### config.mk
export PLATFORM = sky130hd
export DESIGN_NAME = iddc_decoder
export DESIGN_NICKNAME = d
export VERILOG_FILES = /design/src/core/iddc_pkg.sv /design/src/core/iddc_phase_div.sv /design/src/core/iddc_decoder.sv
export SDC_FILE = /design/constraint.sdc
export NUM_CORES = 1
export LEC_CHECK = 0
export BUFFER_PORTS_ARGS = -buffer_cell sky130_fd_sc_hd__buf_2
export CORE_UTILIZATION = 49
export DETAILED_ROUTE_END_ITERATION = 10
export PLACE_DENSITY = 0.8
export SYNTH_ARGS = -nofsm -noshare
export SYNTH_HDL_FRONTEND = slang
export SYNTH_SLANG_ARGS = --single-unit
### constraint.sdc
create_clock -name clk -period 2.25 [get_ports clk]
set_input_delay 0 -clock clk [delete_from_list [all_inputs] [get_ports clk]]
set_output_delay 0 -clock clk [all_outputs]
set_load 0.01 [all_outputs]
### src/core/iddc_pkg.sv
package iddc_pkg;
    // Word and field widths
    localparam int WORD_W = 14;
    localparam int FILE_W = 7;
    localparam int BIT_W = 3;
    localparam int MASK_W = 8;
    localparam int LIT_W = 11;
    localparam int MODE_W = 2;
    localparam int CNT_W = 2;
    localparam int PH_W = 2;

    // Oscillator phases inside one instruction cycle
    localparam int OSC_PER_CYC = 4;
    localparam logic [PH_W-1:0] PH_FIRST = 2'h0;
    localparam logic [PH_W-1:0] PH_READ = 2'h1;
    localparam logic [PH_W-1:0] PH_LAST = 2'h3;
    localparam logic [PH_W-1:0] PH_WRITE = 2'h3;

    // Instruction cycle counts
    localparam logic [CNT_W-1:0] CYC_ZERO = 2'h0;
    localparam logic [CNT_W-1:0] CYC_ONE = 2'h1;
    localparam logic [CNT_W-1:0] CYC_TWO = 2'h2;

    // Direct register window and the two indirect ports in it
    localparam logic [FILE_W-1:0] FILE_LO = 7'h00;
    localparam logic [FILE_W-1:0] FILE_HI = 7'h7f;
    localparam logic [FILE_W-1:0] IND_PORT0 = 7'h00;
    localparam logic [FILE_W-1:0] IND_PORT1 = 7'h01;

    // Field positions
    localparam int D_POS = 7;
    localparam int BIT_LSB = 7;
    localparam int PTR_N_POS = 2;
    localparam int PTR_KN_POS = 6;

    // Group selects, top two bits
    localparam logic [1:0] GRP_BYTE = 2'h0;
    localparam logic [1:0] GRP_BIT = 2'h1;
    // Byte group, top six bits
    localparam logic [5:0] OPB_CTRL = 6'h00;
    localparam logic [5:0] OPB_CLR = 6'h01;
    localparam logic [5:0] OPB_DEC_SKIP = 6'h0b;
    localparam logic [5:0] OPB_INC_SKIP = 6'h0f;
    // Bit group, top four bits
    localparam logic [3:0] OPT_SKIP_ZERO = 4'h6;
    localparam logic [3:0] OPT_SKIP_ONE = 4'h7;
    // Literal and control group
    localparam logic [2:0] OPL_SUB_JUMP = 3'h4;
    localparam logic [2:0] OPL_ABS_JUMP = 3'h5;
    localparam logic [4:0] OPL_REL_JUMP = 5'h19;
    localparam logic [5:0] OPL_EXIT_LIT = 6'h34;
    localparam logic [5:0] OPL_PTR_K = 6'h3f;
    // Control words, low seven bits
    localparam logic [6:0] CT_EXIT = 7'h08;
    localparam logic [6:0] CT_INT_EXIT = 7'h09;
    localparam logic [6:0] CT_SUB_ACC = 7'h0a;
    localparam logic [6:0] CT_JUMP_ACC = 7'h0b;
    localparam logic [2:0] CT_PTR_HI = 3'h1;

    typedef enum logic [3:0] {
        CL_NOP, CL_FILE, CL_BIT, CL_LIT, CL_SUB, CL_EXIT, CL_JUMP, CL_SKIP,
        CL_PTR
    } iddc_class_e;

    typedef enum logic {ST_RUN, ST_FLUSH} iddc_state_e;
endpackage

### src/core/iddc_phase_div.sv
`timescale 1ns/1ps
`default_nettype none
module iddc_phase_div
    import iddc_pkg::*;
(
    input wire logic clk,
    input wire logic reset,
    input wire logic ce,
    output logic [PH_W-1:0] phase_q,
    output logic cycle_end
);
    logic [PH_W-1:0] phase_d;

    // Next oscillator phase, wrapping after the last one
    always_comb
    begin
        phase_d = phase_q;
        if (ce)
        begin
            phase_d = (phase_q == PH_LAST) ? PH_FIRST : phase_q + 2'h1;
        end
    end

    // Phase register
    always_ff @(posedge clk)
    begin
        if (reset)
        begin
            phase_q <= PH_FIRST;
        end
        else
        begin
            phase_q <= phase_d;
        end
    end

    assign cycle_end = ce && (phase_q == PH_LAST); // RULE_07

    // Four enabled clocks make one instruction cycle
    AST_PHASE_WRAP: assert property ( // RULE_07
        @(posedge clk iff ce) disable iff (reset)
        (phase_q == PH_LAST) |=> (phase_q == PH_FIRST) ##3
        (phase_q == PH_LAST))
        else $error("Instruction cycle is not four clocks");
endmodule
`default_nettype wire

### src/core/iddc_decoder.sv
`timescale 1ns/1ps
`default_nettype none
// Behaviour
// RULE_01: Each instruction is one 14-bit word with opcode and all operands.
// RULE_02: Every instruction takes one cycle unless listed as longer.
// RULE_03: Subroutine jumps, direct or via accumulator, take two cycles.
// RULE_04: Every kind of return takes two cycles.
// RULE_05: Jumps, relative jumps, accumulator jumps and skips take two cycles.
// RULE_06: Indirect access through a program-memory pointer adds one cycle.
// RULE_07: One instruction cycle is four oscillator clocks.
// RULE_08: Any file register operand is read, modified, then stored; bit-test skips read the register and store nothing.
// RULE_09: Destination bit zero writes accumulator, one writes the register.
// RULE_10: File address selects a register in window 0x00 to 0x7f.
// RULE_11: Bit address picks one bit of the eight-bit register.
// RULE_12: Pointer number selects pointer zero or one and its port.
// RULE_13: Two-bit mode selects pre/post increment/decrement of the pointer.
// RULE_14: Don't-care instruction bits never change the decode.
// RULE_15: Literal field goes straight to datapath or program counter.
// RULE_16: Extra cycles execute as no-ops with the prefetch discarded.
module iddc_decoder
    import iddc_pkg::*;
(
    input wire logic clk,
    input wire logic reset,
    input wire logic ce,
    input wire logic [WORD_W-1:0] instr_word,
    input wire logic [1:0] ptr_prog,
    output logic fetch_take,
    output logic [PH_W-1:0] phase_q,
    output logic cycle_end,
    output logic exec_nop_q,
    output iddc_class_e op_class_q,
    output logic [FILE_W-1:0] file_addr_q,
    output logic [BIT_W-1:0] bit_addr_q,
    output logic [MASK_W-1:0] bit_mask_q,
    output logic dest_file_q,
    output logic ptr_num_q,
    output logic [MODE_W-1:0] ptr_mode_q,
    output logic [LIT_W-1:0] literal_q,
    output logic file_rd,
    output logic file_wr,
    output logic acc_wr,
    output logic pc_load
);
    iddc_state_e state_q, state_d;
    logic [CNT_W-1:0] rem_q, rem_d;
    iddc_class_e class_n, op_class_d;
    logic [FILE_W-1:0] file_addr_d;
    logic [BIT_W-1:0] bit_addr_d;
    logic [MASK_W-1:0] bit_mask_d;
    logic dest_file_n, dest_file_d;
    logic ptr_num_n, ptr_num_d;
    logic [MODE_W-1:0] ptr_mode_d;
    logic [LIT_W-1:0] literal_n, literal_d;
    logic names_file_n, names_file_q, names_file_d;
    logic writes_n, writes_q, writes_d;
    logic ind_ref_n;
    logic [CNT_W-1:0] total_n;
    logic load;
    logic running;

    // Oscillator phase divider
    iddc_phase_div u_phase (
        .clk(clk),
        .reset(reset),
        .ce(ce),
        .phase_q(phase_q),
        .cycle_end(cycle_end)
    );

    // Decode of the fetched word
    always_comb
    begin
        class_n = CL_NOP;
        dest_file_n = instr_word[D_POS]; // RULE_09
        names_file_n = 1'b0;
        writes_n = 1'b0;
        ptr_num_n = instr_word[PTR_N_POS]; // RULE_12
        literal_n = instr_word[LIT_W-1:0]; // RULE_15
        ind_ref_n = 1'b0;
        // Whole word carries opcode and operands
        if (instr_word[WORD_W-1 -: 2] == GRP_BYTE) // RULE_01
        begin
            if (instr_word[WORD_W-1 -: 6] == OPB_CTRL && !instr_word[D_POS])
            begin
                if (instr_word[6:0] == CT_EXIT
                    || instr_word[6:0] == CT_INT_EXIT)
                begin
                    class_n = CL_EXIT; // RULE_04
                end
                else if (instr_word[6:0] == CT_SUB_ACC)
                begin
                    class_n = CL_SUB; // RULE_03
                end
                else if (instr_word[6:0] == CT_JUMP_ACC)
                begin
                    class_n = CL_JUMP; // RULE_05
                end
                else if (instr_word[6:4] == CT_PTR_HI)
                begin
                    class_n = CL_PTR; // RULE_12
                    ind_ref_n = 1'b1;
                    dest_file_n = instr_word[3];
                    writes_n = 1'b1;
                end
            end
            else if (instr_word[WORD_W-1 -: 6] == OPB_CLR
                && !instr_word[D_POS])
            begin
                // Accumulator clear: low bits are don't-care
                class_n = CL_LIT; // RULE_14
                writes_n = 1'b1;
            end
            else
            begin
                class_n = (instr_word[WORD_W-1 -: 6] == OPB_DEC_SKIP
                    || instr_word[WORD_W-1 -: 6] == OPB_INC_SKIP)
                    ? CL_SKIP : CL_FILE; // RULE_05
                names_file_n = 1'b1; // RULE_08
                writes_n = 1'b1;
            end
        end
        else if (instr_word[WORD_W-1 -: 2] == GRP_BIT)
        begin
            class_n = (instr_word[WORD_W-1 -: 4] == OPT_SKIP_ZERO
                || instr_word[WORD_W-1 -: 4] == OPT_SKIP_ONE)
                ? CL_SKIP : CL_BIT; // RULE_05
            names_file_n = 1'b1; // RULE_08
            writes_n = (class_n == CL_BIT);
            dest_file_n = 1'b1;
        end
        else if (instr_word[WORD_W-1 -: 3] == OPL_SUB_JUMP)
        begin
            class_n = CL_SUB; // RULE_03
        end
        else if (instr_word[WORD_W-1 -: 3] == OPL_ABS_JUMP)
        begin
            class_n = CL_JUMP; // RULE_05
        end
        else if (instr_word[WORD_W-1 -: 5] == OPL_REL_JUMP)
        begin
            class_n = CL_JUMP; // RULE_05
        end
        else if (instr_word[WORD_W-1 -: 6] == OPL_EXIT_LIT)
        begin
            class_n = CL_EXIT; // RULE_04
            writes_n = 1'b1;
            dest_file_n = 1'b0;
        end
        else if (instr_word[WORD_W-1 -: 6] == OPL_PTR_K)
        begin
            class_n = CL_PTR; // RULE_12
            ind_ref_n = 1'b1;
            ptr_num_n = instr_word[PTR_KN_POS];
            dest_file_n = instr_word[D_POS];
            writes_n = 1'b1;
        end
        else
        begin
            class_n = CL_LIT; // RULE_15
            writes_n = 1'b1;
            dest_file_n = 1'b0;
        end
        // Direct operand hitting an indirect port
        if (names_file_n && (instr_word[FILE_W-1:0] == IND_PORT0
            || instr_word[FILE_W-1:0] == IND_PORT1))
        begin
            ind_ref_n = 1'b1;
            ptr_num_n = instr_word[0];
        end
        // Cycle count: one by default, two for flow changes
        total_n = CYC_ONE; // RULE_02
        if (class_n == CL_SUB || class_n == CL_EXIT
            || class_n == CL_JUMP || class_n == CL_SKIP)
        begin
            total_n = CYC_TWO; // RULE_03 RULE_04 RULE_05
        end
        if (ind_ref_n && ptr_prog[ptr_num_n])
        begin
            total_n = total_n + CYC_ONE; // RULE_06
        end
    end

    assign load = cycle_end && (rem_q == CYC_ZERO);
    assign fetch_take = load;
    assign running = (state_q == ST_RUN);

    // Sequencer and operand latches
    always_comb
    begin
        state_d = state_q;
        rem_d = rem_q;
        op_class_d = op_class_q;
        file_addr_d = file_addr_q;
        bit_addr_d = bit_addr_q;
        bit_mask_d = bit_mask_q;
        dest_file_d = dest_file_q;
        ptr_num_d = ptr_num_q;
        ptr_mode_d = ptr_mode_q;
        literal_d = literal_q;
        names_file_d = names_file_q;
        writes_d = writes_q;
        if (load)
        begin
            state_d = ST_RUN;
            rem_d = total_n - CYC_ONE;
            op_class_d = class_n;
            file_addr_d = instr_word[FILE_W-1:0]; // RULE_10
            bit_addr_d = instr_word[BIT_LSB +: BIT_W]; // RULE_11
            bit_mask_d = MASK_W'(8'h01 << instr_word[BIT_LSB +: BIT_W]);
            dest_file_d = dest_file_n; // RULE_09
            ptr_num_d = ptr_num_n; // RULE_12
            ptr_mode_d = instr_word[MODE_W-1:0]; // RULE_13
            literal_d = literal_n; // RULE_15
            names_file_d = names_file_n;
            writes_d = writes_n;
        end
        else if (cycle_end)
        begin
            // Prefetched word is dropped, cycle runs empty
            state_d = ST_FLUSH; // RULE_16
            rem_d = rem_q - CYC_ONE;
        end
    end

    // Sequencer registers
    always_ff @(posedge clk)
    begin
        if (reset)
        begin
            state_q <= ST_FLUSH;
            rem_q <= CYC_ZERO;
            op_class_q <= CL_NOP;
            file_addr_q <= FILE_LO;
            bit_addr_q <= '0;
            bit_mask_q <= '0;
            dest_file_q <= 1'b0;
            ptr_num_q <= 1'b0;
            ptr_mode_q <= '0;
            literal_q <= '0;
            names_file_q <= 1'b0;
            writes_q <= 1'b0;
        end
        else
        begin
            state_q <= state_d;
            rem_q <= rem_d;
            op_class_q <= op_class_d;
            file_addr_q <= file_addr_d;
            bit_addr_q <= bit_addr_d;
            bit_mask_q <= bit_mask_d;
            dest_file_q <= dest_file_d;
            ptr_num_q <= ptr_num_d;
            ptr_mode_q <= ptr_mode_d;
            literal_q <= literal_d;
            names_file_q <= names_file_d;
            writes_q <= writes_d;
        end
    end

    assign exec_nop_q = !running; // RULE_16

    // Strobes: read early, store late, none in empty cycles
    assign file_rd = ce && running && names_file_q
        && (phase_q == PH_READ); // RULE_08
    assign file_wr = ce && running && writes_q && dest_file_q
        && (phase_q == PH_WRITE); // RULE_09
    assign acc_wr = ce && running && writes_q && !dest_file_q
        && (phase_q == PH_WRITE); // RULE_09
    assign pc_load = ce && running && (phase_q == PH_WRITE)
        && (op_class_q == CL_SUB || op_class_q == CL_JUMP); // RULE_15

    AST_ONE_CYCLE: assert property ( // RULE_02
        @(posedge clk iff ce) disable iff (reset)
        (load && total_n == CYC_ONE) |-> ##4 load)
        else $error("Single-cycle instruction overran");

    AST_TWO_CYCLE: assert property ( // RULE_03
        @(posedge clk iff ce) disable iff (reset)
        (load && total_n == CYC_TWO) |-> ##4 !load ##4 load)
        else $error("Two-cycle instruction has wrong length");

    AST_FLOW_TWO: assert property ( // RULE_05
        @(posedge clk iff ce) disable iff (reset)
        (load && (class_n == CL_SKIP || class_n == CL_JUMP
            || class_n == CL_EXIT)) |-> (total_n >= CYC_TWO))
        else $error("Flow change not given two cycles");

    AST_IND_EXTRA: assert property ( // RULE_06
        @(posedge clk iff ce) disable iff (reset)
        (load && total_n == CYC_TWO + CYC_ONE) |-> ##4 !load ##4 !load ##4 load)
        else $error("Indirect program access lacks extra cycle");

    AST_READ_FIRST: assert property ( // RULE_08
        @(posedge clk iff ce) disable iff (reset)
        (file_wr && names_file_q) |-> $past(file_rd, 2))
        else $error("File register stored without prior read");

    AST_DEST_SPLIT: assert property ( // RULE_09
        @(posedge clk iff ce) disable iff (reset)
        !(file_wr && acc_wr) && !(acc_wr && dest_file_q))
        else $error("Result routed to wrong destination");

    AST_BIT_MASK: assert property ( // RULE_11
        @(posedge clk iff ce) disable iff (reset)
        load |=> $onehot(bit_mask_q)
            && bit_mask_q[bit_addr_q])
        else $error("Bit mask does not match bit address");

    AST_FLUSH_QUIET: assert property ( // RULE_16
        @(posedge clk iff ce) disable iff (reset)
        exec_nop_q |-> !file_rd && !file_wr && !acc_wr && !pc_load)
        else $error("State changed during an empty cycle");
endmodule
`default_nettype wire

### Word-level counts from Yosys, hierarchy flattened

Cells that the tools add are included.

| word-level totals | value |
|---|---|
| logic and storage cells | 144 |
| register bits | 44 |
| output and inout port bits | 46 |

| cells by class | value |
|---|---|
| shift-type cells | 1 |
| mux-type cells | 67 |
| equal/unequal tests | 26 |
| reduce and logical (&&, ||, !) cells | 31 |
| bitwise gates (word level) | 1 |
| magnitude comparators | 1 |
| $add $sub $neg | 4 |

Operators with widths:

| operator | count |
|---|---|
| 4-bit two-way mux | 12 |
| 1-bit two-way mux | 47 |
| 4-bit by 3-bit == test with 1-bit output (second input constant) | 8 |
| 7-bit by 4-bit == test with 1-bit output (second input constant) | 4 |
| 1-bit logical AND | 16 |
| 6-bit by 4-bit == test with 1-bit output (second input constant) | 2 |
| 6-bit == test (second input constant) | 2 |
| 2-bit two-way mux | 5 |
| 3-bit two-way mux | 3 |
| 1-bit logical OR | 8 |
| 1-bit by 3-bit << shifter with 8-bit output (first input constant) | 1 |
| 7-bit by 1-bit == test with 1-bit output (second input constant) | 1 |
| 7-bit logical NOT | 1 |
| 3-bit == test (second input constant) | 2 |
| 6-bit by 1-bit == test with 1-bit output (second input constant) | 1 |
| 6-bit logical NOT | 1 |
| 5-bit == test (second input constant) | 1 |
| 2-bit by 1-bit adder with 2-bit output (second input constant) | 2 |
| 2-bit by 1-bit == test with 1-bit output (second input constant) | 2 |
| 2-bit logical NOT | 2 |
| 2-bit by 1-bit subtractor with 2-bit output (second input constant) | 2 |
| 3-bit by 1-bit == test with 1-bit output (second input constant) | 1 |
| 3-bit by 2-bit == test with 1-bit output (second input constant) | 1 |
| 2-bit == test (second input constant) | 1 |
| 4 further kinds | 5 |

### Depth between registers and ports, before layout

| logic depth | value |
|---|---|
| depth after elaboration | 17 |
| depth in mapped cells | 11 |
| gate-level depth less buffers | 10 |

### Modules after synthesis

From an unflattened synthesis, not the netlist that was laid out.

| second synthesis, totals | value |
|---|---|
| cell total of the unflattened synthesis | 223 |
| area total of the unflattened synthesis | 1,752.9 um^2 |

Modules (own cells, without submodules):

| module | seq. area each (um^2) | instances | area each (um^2) | cells each |
|---|---|---|---|---|
| iddc_decoder | 600.6 | 1 | 1,660.3 | 214 |
| iddc_phase_div | 40.0 | 1 | 92.6 | 9 |

### Least setup slack after synthesis

Ideal clock, no wire load.

| path | value |
|---|---|
| path kind | input-to-reg |
| start | in instr_word[10] |
| end | reg rem_q[1] |
| setup slack | 0.391 ns |
| stages on the path | 10 |
| setup time | 0.070 ns |
| arrival | 1.790 ns |
| required time | 2.180 ns |
| path through | buf_6 -> nor3_4 -> nand3_2 -> or4_4 -> and3_4 -> ha_1 -> xor2_1 -> nor2_1 -> nand2_1 -> a21oi_1 |

| between the ends | value |
|---|---|
| longest elaborated chain between the ends | 17 |
| elaborated cells on any way between the ends | 60 |
| those cells by class | 2 x add/sub; 12 x eq/ne; 36 x mux; 10 x reduce/logical |

Ends and longest elaborated chain:

| what | RTL line | source |
|---|---|---|
| from (decl) | iddc_decoder.sv:26 | `input wire logic [WORD_W-1:0] instr_word,` |
| 6-bit == test | iddc_decoder.sv:150 | `else if (instr_word[WORD_W-1 -: 6] == OPL_PTR_K)` |
| 4-bit two-way mux | iddc_decoder.sv:150 |  |
| 4-bit two-way mux | iddc_decoder.sv:144 | `else if (instr_word[WORD_W-1 -: 6] == OPL_EXIT_LIT)` |
| 4-bit two-way mux | iddc_decoder.sv:140 | `else if (instr_word[WORD_W-1 -: 5] == OPL_REL_JUMP)` |
| 4-bit two-way mux | iddc_decoder.sv:136 | `else if (instr_word[WORD_W-1 -: 3] == OPL_ABS_JUMP)` |
| 4-bit two-way mux | iddc_decoder.sv:132 | `else if (instr_word[WORD_W-1 -: 3] == OPL_SUB_JUMP)` |
| 4-bit two-way mux | iddc_decoder.sv:123 | `else if (instr_word[WORD_W-1 -: 2] == GRP_BIT)` |
| 4-bit two-way mux | iddc_decoder.sv:82 | `if (instr_word[WORD_W-1 -: 2] == GRP_BYTE)` |
| 4-bit by 3-bit == test with 1-bit output | iddc_decoder.sv:173 | `if (class_n == CL_SUB \|\| class_n == CL_EXIT` |
| 1-bit logical OR | iddc_decoder.sv:173 |  |
| 1-bit logical OR (2 in series) | iddc_decoder.sv:174 | `\|\| class_n == CL_JUMP \|\| class_n == CL_SKIP)` |
| 2-bit two-way mux | iddc_decoder.sv:173 |  |
| 2-bit by 1-bit adder with 2-bit output | iddc_decoder.sv:180 | `total_n = total_n + CYC_ONE;` |
| 2-bit two-way mux (*) | iddc_decoder.sv:178 | `if (ind_ref_n && ptr_prog[ptr_num_n])` |
| 2-bit by 1-bit subtractor with 2-bit output (*) | iddc_decoder.sv:206 | `rem_d = total_n - CYC_ONE;` |
| 2-bit two-way mux (*) | iddc_decoder.sv:203 | `if (load)` |
| to (signal assigned) | iddc_decoder.sv:247 | `rem_q <= rem_d;` |
| to (decl) | iddc_decoder.sv:46 | `logic [CNT_W-1:0] rem_q, rem_d;` |

Every way passes the cells marked *; elsewhere a longest branch is shown, timed or not. The select of a mux whose other input is x is not followed.
A chain may end at the register's enable or synchronous reset.

### Final worst setup path

| path | value |
|---|---|
| start | in instr_word[3] |
| end | reg rem_q[1] |

| between the ends | value |
|---|---|
| longest elaborated chain between the ends | 15 |
| elaborated cells on any way between the ends | 36 |
| those cells by class | 2 x add/sub; 9 x eq/ne; 17 x mux; 8 x reduce/logical |

Ends and longest elaborated chain:

| what | RTL line | source |
|---|---|---|
| 7-bit by 4-bit == test with 1-bit output | iddc_decoder.sv:95 | `else if (instr_word[6:0] == CT_JUMP_ACC)` |
| 4-bit two-way mux | iddc_decoder.sv:95 |  |
| 4-bit two-way mux | iddc_decoder.sv:91 | `else if (instr_word[6:0] == CT_SUB_ACC)` |
| 4-bit two-way mux | iddc_decoder.sv:86 | `if (instr_word[6:0] == CT_EXIT` |
| 4-bit two-way mux | iddc_decoder.sv:84 | `if (instr_word[WORD_W-1 -: 6] == OPB_CTRL && !instr_word[D_POS])` |
| 4-bit two-way mux | iddc_decoder.sv:82 |  |
| 4-bit by 3-bit == test with 1-bit output | iddc_decoder.sv:173 |  |
| 1-bit logical OR | iddc_decoder.sv:173 |  |
| 1-bit logical OR (2 in series) | iddc_decoder.sv:174 |  |
| 2-bit two-way mux | iddc_decoder.sv:173 |  |
| 2-bit by 1-bit adder with 2-bit output | iddc_decoder.sv:180 |  |
| 2-bit two-way mux (*) | iddc_decoder.sv:178 |  |
| 2-bit by 1-bit subtractor with 2-bit output (*) | iddc_decoder.sv:206 |  |
| 2-bit two-way mux (*) | iddc_decoder.sv:203 |  |

Marks and branches as above.

==> run summary <==
==================================================================================
Run status .......................................................... complete, no violations
Number of global-route vias before repair ...........................         1476
Number of detailed-route iterations in the first pass ...............            4
Power density over the cells ........................................   522 nW/µm²
Dpl cell area .......................................................     1980 µm²
Clk Tree Root Cell .................................................. sky130_fd_sc_hd__clkbuf_4
Overflow after GRT ..................................................            0
Num ports ...........................................................           65
Distinct cell type count after synthesis ............................           48
Routed wire length ..................................................      4220 µm
Layout overhead on the synthesized area .............................        22.8%
DRC errors left .....................................................            0
Antenna violations before repair ....................................            0
Unrepaired setup endpoints after global routing .....................        false
Critical path data required time ....................................      2540 ps
Critical path class ................................................. primary input to flop
Clock tree sinks ....................................................           32
Clock tree from TritonCTS ...........................................        built
Asr flop ratio synth ................................................            0
Fin nets ............................................................          306
Final Slew Violations ...............................................            0
Chip width ..........................................................      61.5 µm
Diode count .........................................................            0
Total negative slack ................................................         0 ps
Synthesized flop and latch total ....................................           32
Final worst path period share .......................................        0.917
Worst endpoint data arrival time ....................................      2350 ps
Critical Path Sink ..................................................     rem_q[1]
Number of levels the H-tree was split into ..........................            2
Vias ................................................................         1766
Post-DRT Antenna Nets ...............................................            0
Vertical die dimension ..............................................      61.5 µm
Wire length of the first global-routing pass ........................      6680 µm
Share of final-layout standard cells stronger than drive strength 1 .        0.316
Number of buffers inserted by port buffering ........................           64
Worst clock skew ....................................................      10.7 ps
Number of synthesized flops with an enable pin ......................            0
Dpl hpwl ............................................................      2890 µm
Worst Hold Class .................................................... primary input to flop
Effective utilization at floorplan ..................................        0.516
Final setup violating endpoints .....................................            0
Maximum VDD drop ....................................................   0.000348 V
Full die area .......................................................     3780 µm²
Worst Reg-to-Reg Cells ..............................................            6
Standard-cell rows ..................................................           21
Worst-margin pin slew ...............................................       531 ps
Final weighted congestion in routability-driven placement ...........        0.932
Count of maximum capacitance violations .............................            0
Crit start category ................................................. primary input
Synthesized area per cell ...........................................     7.71 µm²
Reg2reg start ....................................................... u_phase.phase_q[0]
Mapped Cells ........................................................          225
Global routing usage summed across all routing layers ...............        0.244
Number of cells in the finished layout apart from fillers ...........          331
Number of buffers added for setup after CTS .........................            0
Hold-critical path depth ............................................            3
Number of buffers inserted during clock tree synthesis ..............            5
Yosys warning count .................................................            0
Most used DFF post-synth ............................................ sky130_fd_sc_hd__dfxtp_1
Beginning of the critical path ...................................... instr_word[3]
Top fanout value on the critical path ...............................            4
Worst max-slew margin expressed relative to the limit ...............        0.646
Average via count per standard cell .................................         5.34
Number of placed instances with taps included .......................          314
Pin count of the biggest net entering global routing ................           30
CP endpoint kind ....................................................         flop
Peak clock frequency supported by timing ............................    0.485 GHz
Routed WL per cell ..................................................      12.8 µm
Fillers .............................................................          321
Reg-to-reg critical path endpoint ...................................     writes_q
Register-to-register path setup slack ...............................       350 ps
Maximum buffer depth of the clock tree ..............................            2
Mapped Nets .........................................................          247
Number of hold-slack violations in the final timing report ..........            0
Iter 0 DRT Violations ...............................................          104
Worst-Skew Late Latency .............................................       350 ps
Post-synthesis sequential area ratio ................................        0.369
Final standard cell area without fillers ............................     2130 µm²
Post-Syn Area .......................................................     1730 µm²
Clock Pin Slew Worst Setup and Hold Paths ...........................       100 ps
Minimum clock period after layout ...................................      2060 ps
Pleak ...............................................................     0.969 nW
Worst min-delay path startpoint ..................................... instr_word[7]
Std-Cell Core Area ..................................................     3360 µm²
==================================================================================
-- state kept, by name, summed over array words and instances, names as in the netlist --
name	count
bit_addr_q	2
bit_mask_q	8
dest_file_q	1
exec_nop_q	1
file_addr_q	6
literal_q	3
names_file_q	1
op_class_q	4
ptr_num_q	1
rem_q	2
u_phase.phase_q	2
writes_q	1
-- per-stage QoR --
step	setup slack, ps	power [mW]	util	hold WS [ps]
floorplan	391	0.702	-	94.6
global placement	222	0.752	0.588	253
detailed placement	140	0.754	0.588	259
CTS	163	1.11	0.633	0.135
global route	31.3	1.16	0.633	11.7
finish	187	1.11	0.633	6.73
-- cells by family (layout without fill, tap and decap cells) --
group	count (synthesis)	in the layout	synth area share
simple gates	96	96	0.276
buf+inv	34	94	0.121
compound gates	57	57	0.196
fa+ha+maj	3	3	0.0216
xor+xnor	1	1	0.00505
flops	32	32	0.369
mux	2	2	0.0115
-- worst min path at each step --
| stage | end | slack (ps) |
|---|---|---|
| after floorplan | u_phase.phase_q[1] | 90 |
| after global placement | u_phase.phase_q[1] | 250 |
| after detailed placement | u_phase.phase_q[1] | 260 |
| after CTS | bit_addr_q[0] | 0.1 |
| after global routing | bit_addr_q[0] | 10 |
| final | bit_addr_q[0] | 7 |
-- area by class of cell --
cell class,instances,area (µm²),share of cell area
clock buffer,6,51.3,0.0241
clock inverter,2,10.0,0.00470
inverter,6,23.8,0.0112
multi-input combinational,159,883,0.415
sequential,32,641,0.301
tap,46,57.6,0.0270
timing repair buffer,80,463,0.217
-- synth_stat cells (all sizes together), types with 2 or more instances --
cell type / instances / area (µm²)
a211oi: 2 / 15.0
a21oi: 32 / 164
a311oi: 2 / 17.5
and3: 5 / 37.5
buf: 20 / 158
clkbuf: 8 / 30.0
dfxtp: 32 / 641
ha: 3 / 37.5
inv: 6 / 22.5
mux2i: 2 / 20.0
nand2: 43 / 161
nand3: 6 / 35.0
nand4: 3 / 18.8
nor2: 21 / 81.3
nor3: 4 / 31.3
nor3b: 3 / 22.5
nor4: 3 / 25.0
o21ai: 10 / 50.0
or3: 2 / 12.5
-- cell usage in the layout (no fill, tap or decap), types with 3 or more instances in the layout --
| cell | instances |
|---|---|
| sky130_fd_sc_hd__nor3_1 | 3 |
| sky130_fd_sc_hd__ha_1 | 3 |
| sky130_fd_sc_hd__and3_1 | 3 |
| sky130_fd_sc_hd__a21oi_1 | 31 |
| sky130_fd_sc_hd__nand2_1 | 43 |
| sky130_fd_sc_hd__nor3b_1 | 3 |
| sky130_fd_sc_hd__buf_4 | 7 |
| sky130_fd_sc_hd__clkbuf_4 | 5 |
| sky130_fd_sc_hd__buf_2 | 64 |
| sky130_fd_sc_hd__inv_1 | 5 |
| sky130_fd_sc_hd__clkinv_2 | 3 |
| sky130_fd_sc_hd__dlygate4sd3_1 | 9 |
| sky130_fd_sc_hd__o21ai_0 | 9 |
| sky130_fd_sc_hd__nand3_1 | 5 |
| sky130_fd_sc_hd__nand4_1 | 3 |
| sky130_fd_sc_hd__nor2_1 | 20 |
| sky130_fd_sc_hd__dfxtp_1 | 32 |
-- worst max-delay path: stages --
cell and delay, ps:
sky130_fd_sc_hd__dlygate4sd3_1 540, sky130_fd_sc_hd__buf_2 150, sky130_fd_sc_hd__nor4_1 390, sky130_fd_sc_hd__a311oi_1 200, sky130_fd_sc_hd__mux2i_1 150, sky130_fd_sc_hd__a21o_1 170, sky130_fd_sc_hd__ha_1 330, sky130_fd_sc_hd__xor2_1 160
sky130_fd_sc_hd__nor2_1 90, sky130_fd_sc_hd__nand2_1 60, sky130_fd_sc_hd__a21oi_1 110
-- what timing repair did --
item,4_1_cts,5_1_grt
hold endpoints to repair,10,0
gates resized for setup,0,1
hold buffers,9,0
endpoints found under the setup margin,0,1
-- layer usage --
layer	GRT usage	vias to the layer above	wire length [µm]
li1	-	887	-
met1	0.312	788	1920
met2	0.395	84	1890
met3	0.0735	7	349
met4	0.0794	0	62
met5	0	-	0
-- power breakdown --
part / switching (mW) / internal (mW)
Combinational: 0.0989 / 0.0707
Sequential: 0.00941 / 0.577
Clock: 0.207 / 0.148
Note: power is estimated with default switching activity, not from simulation.
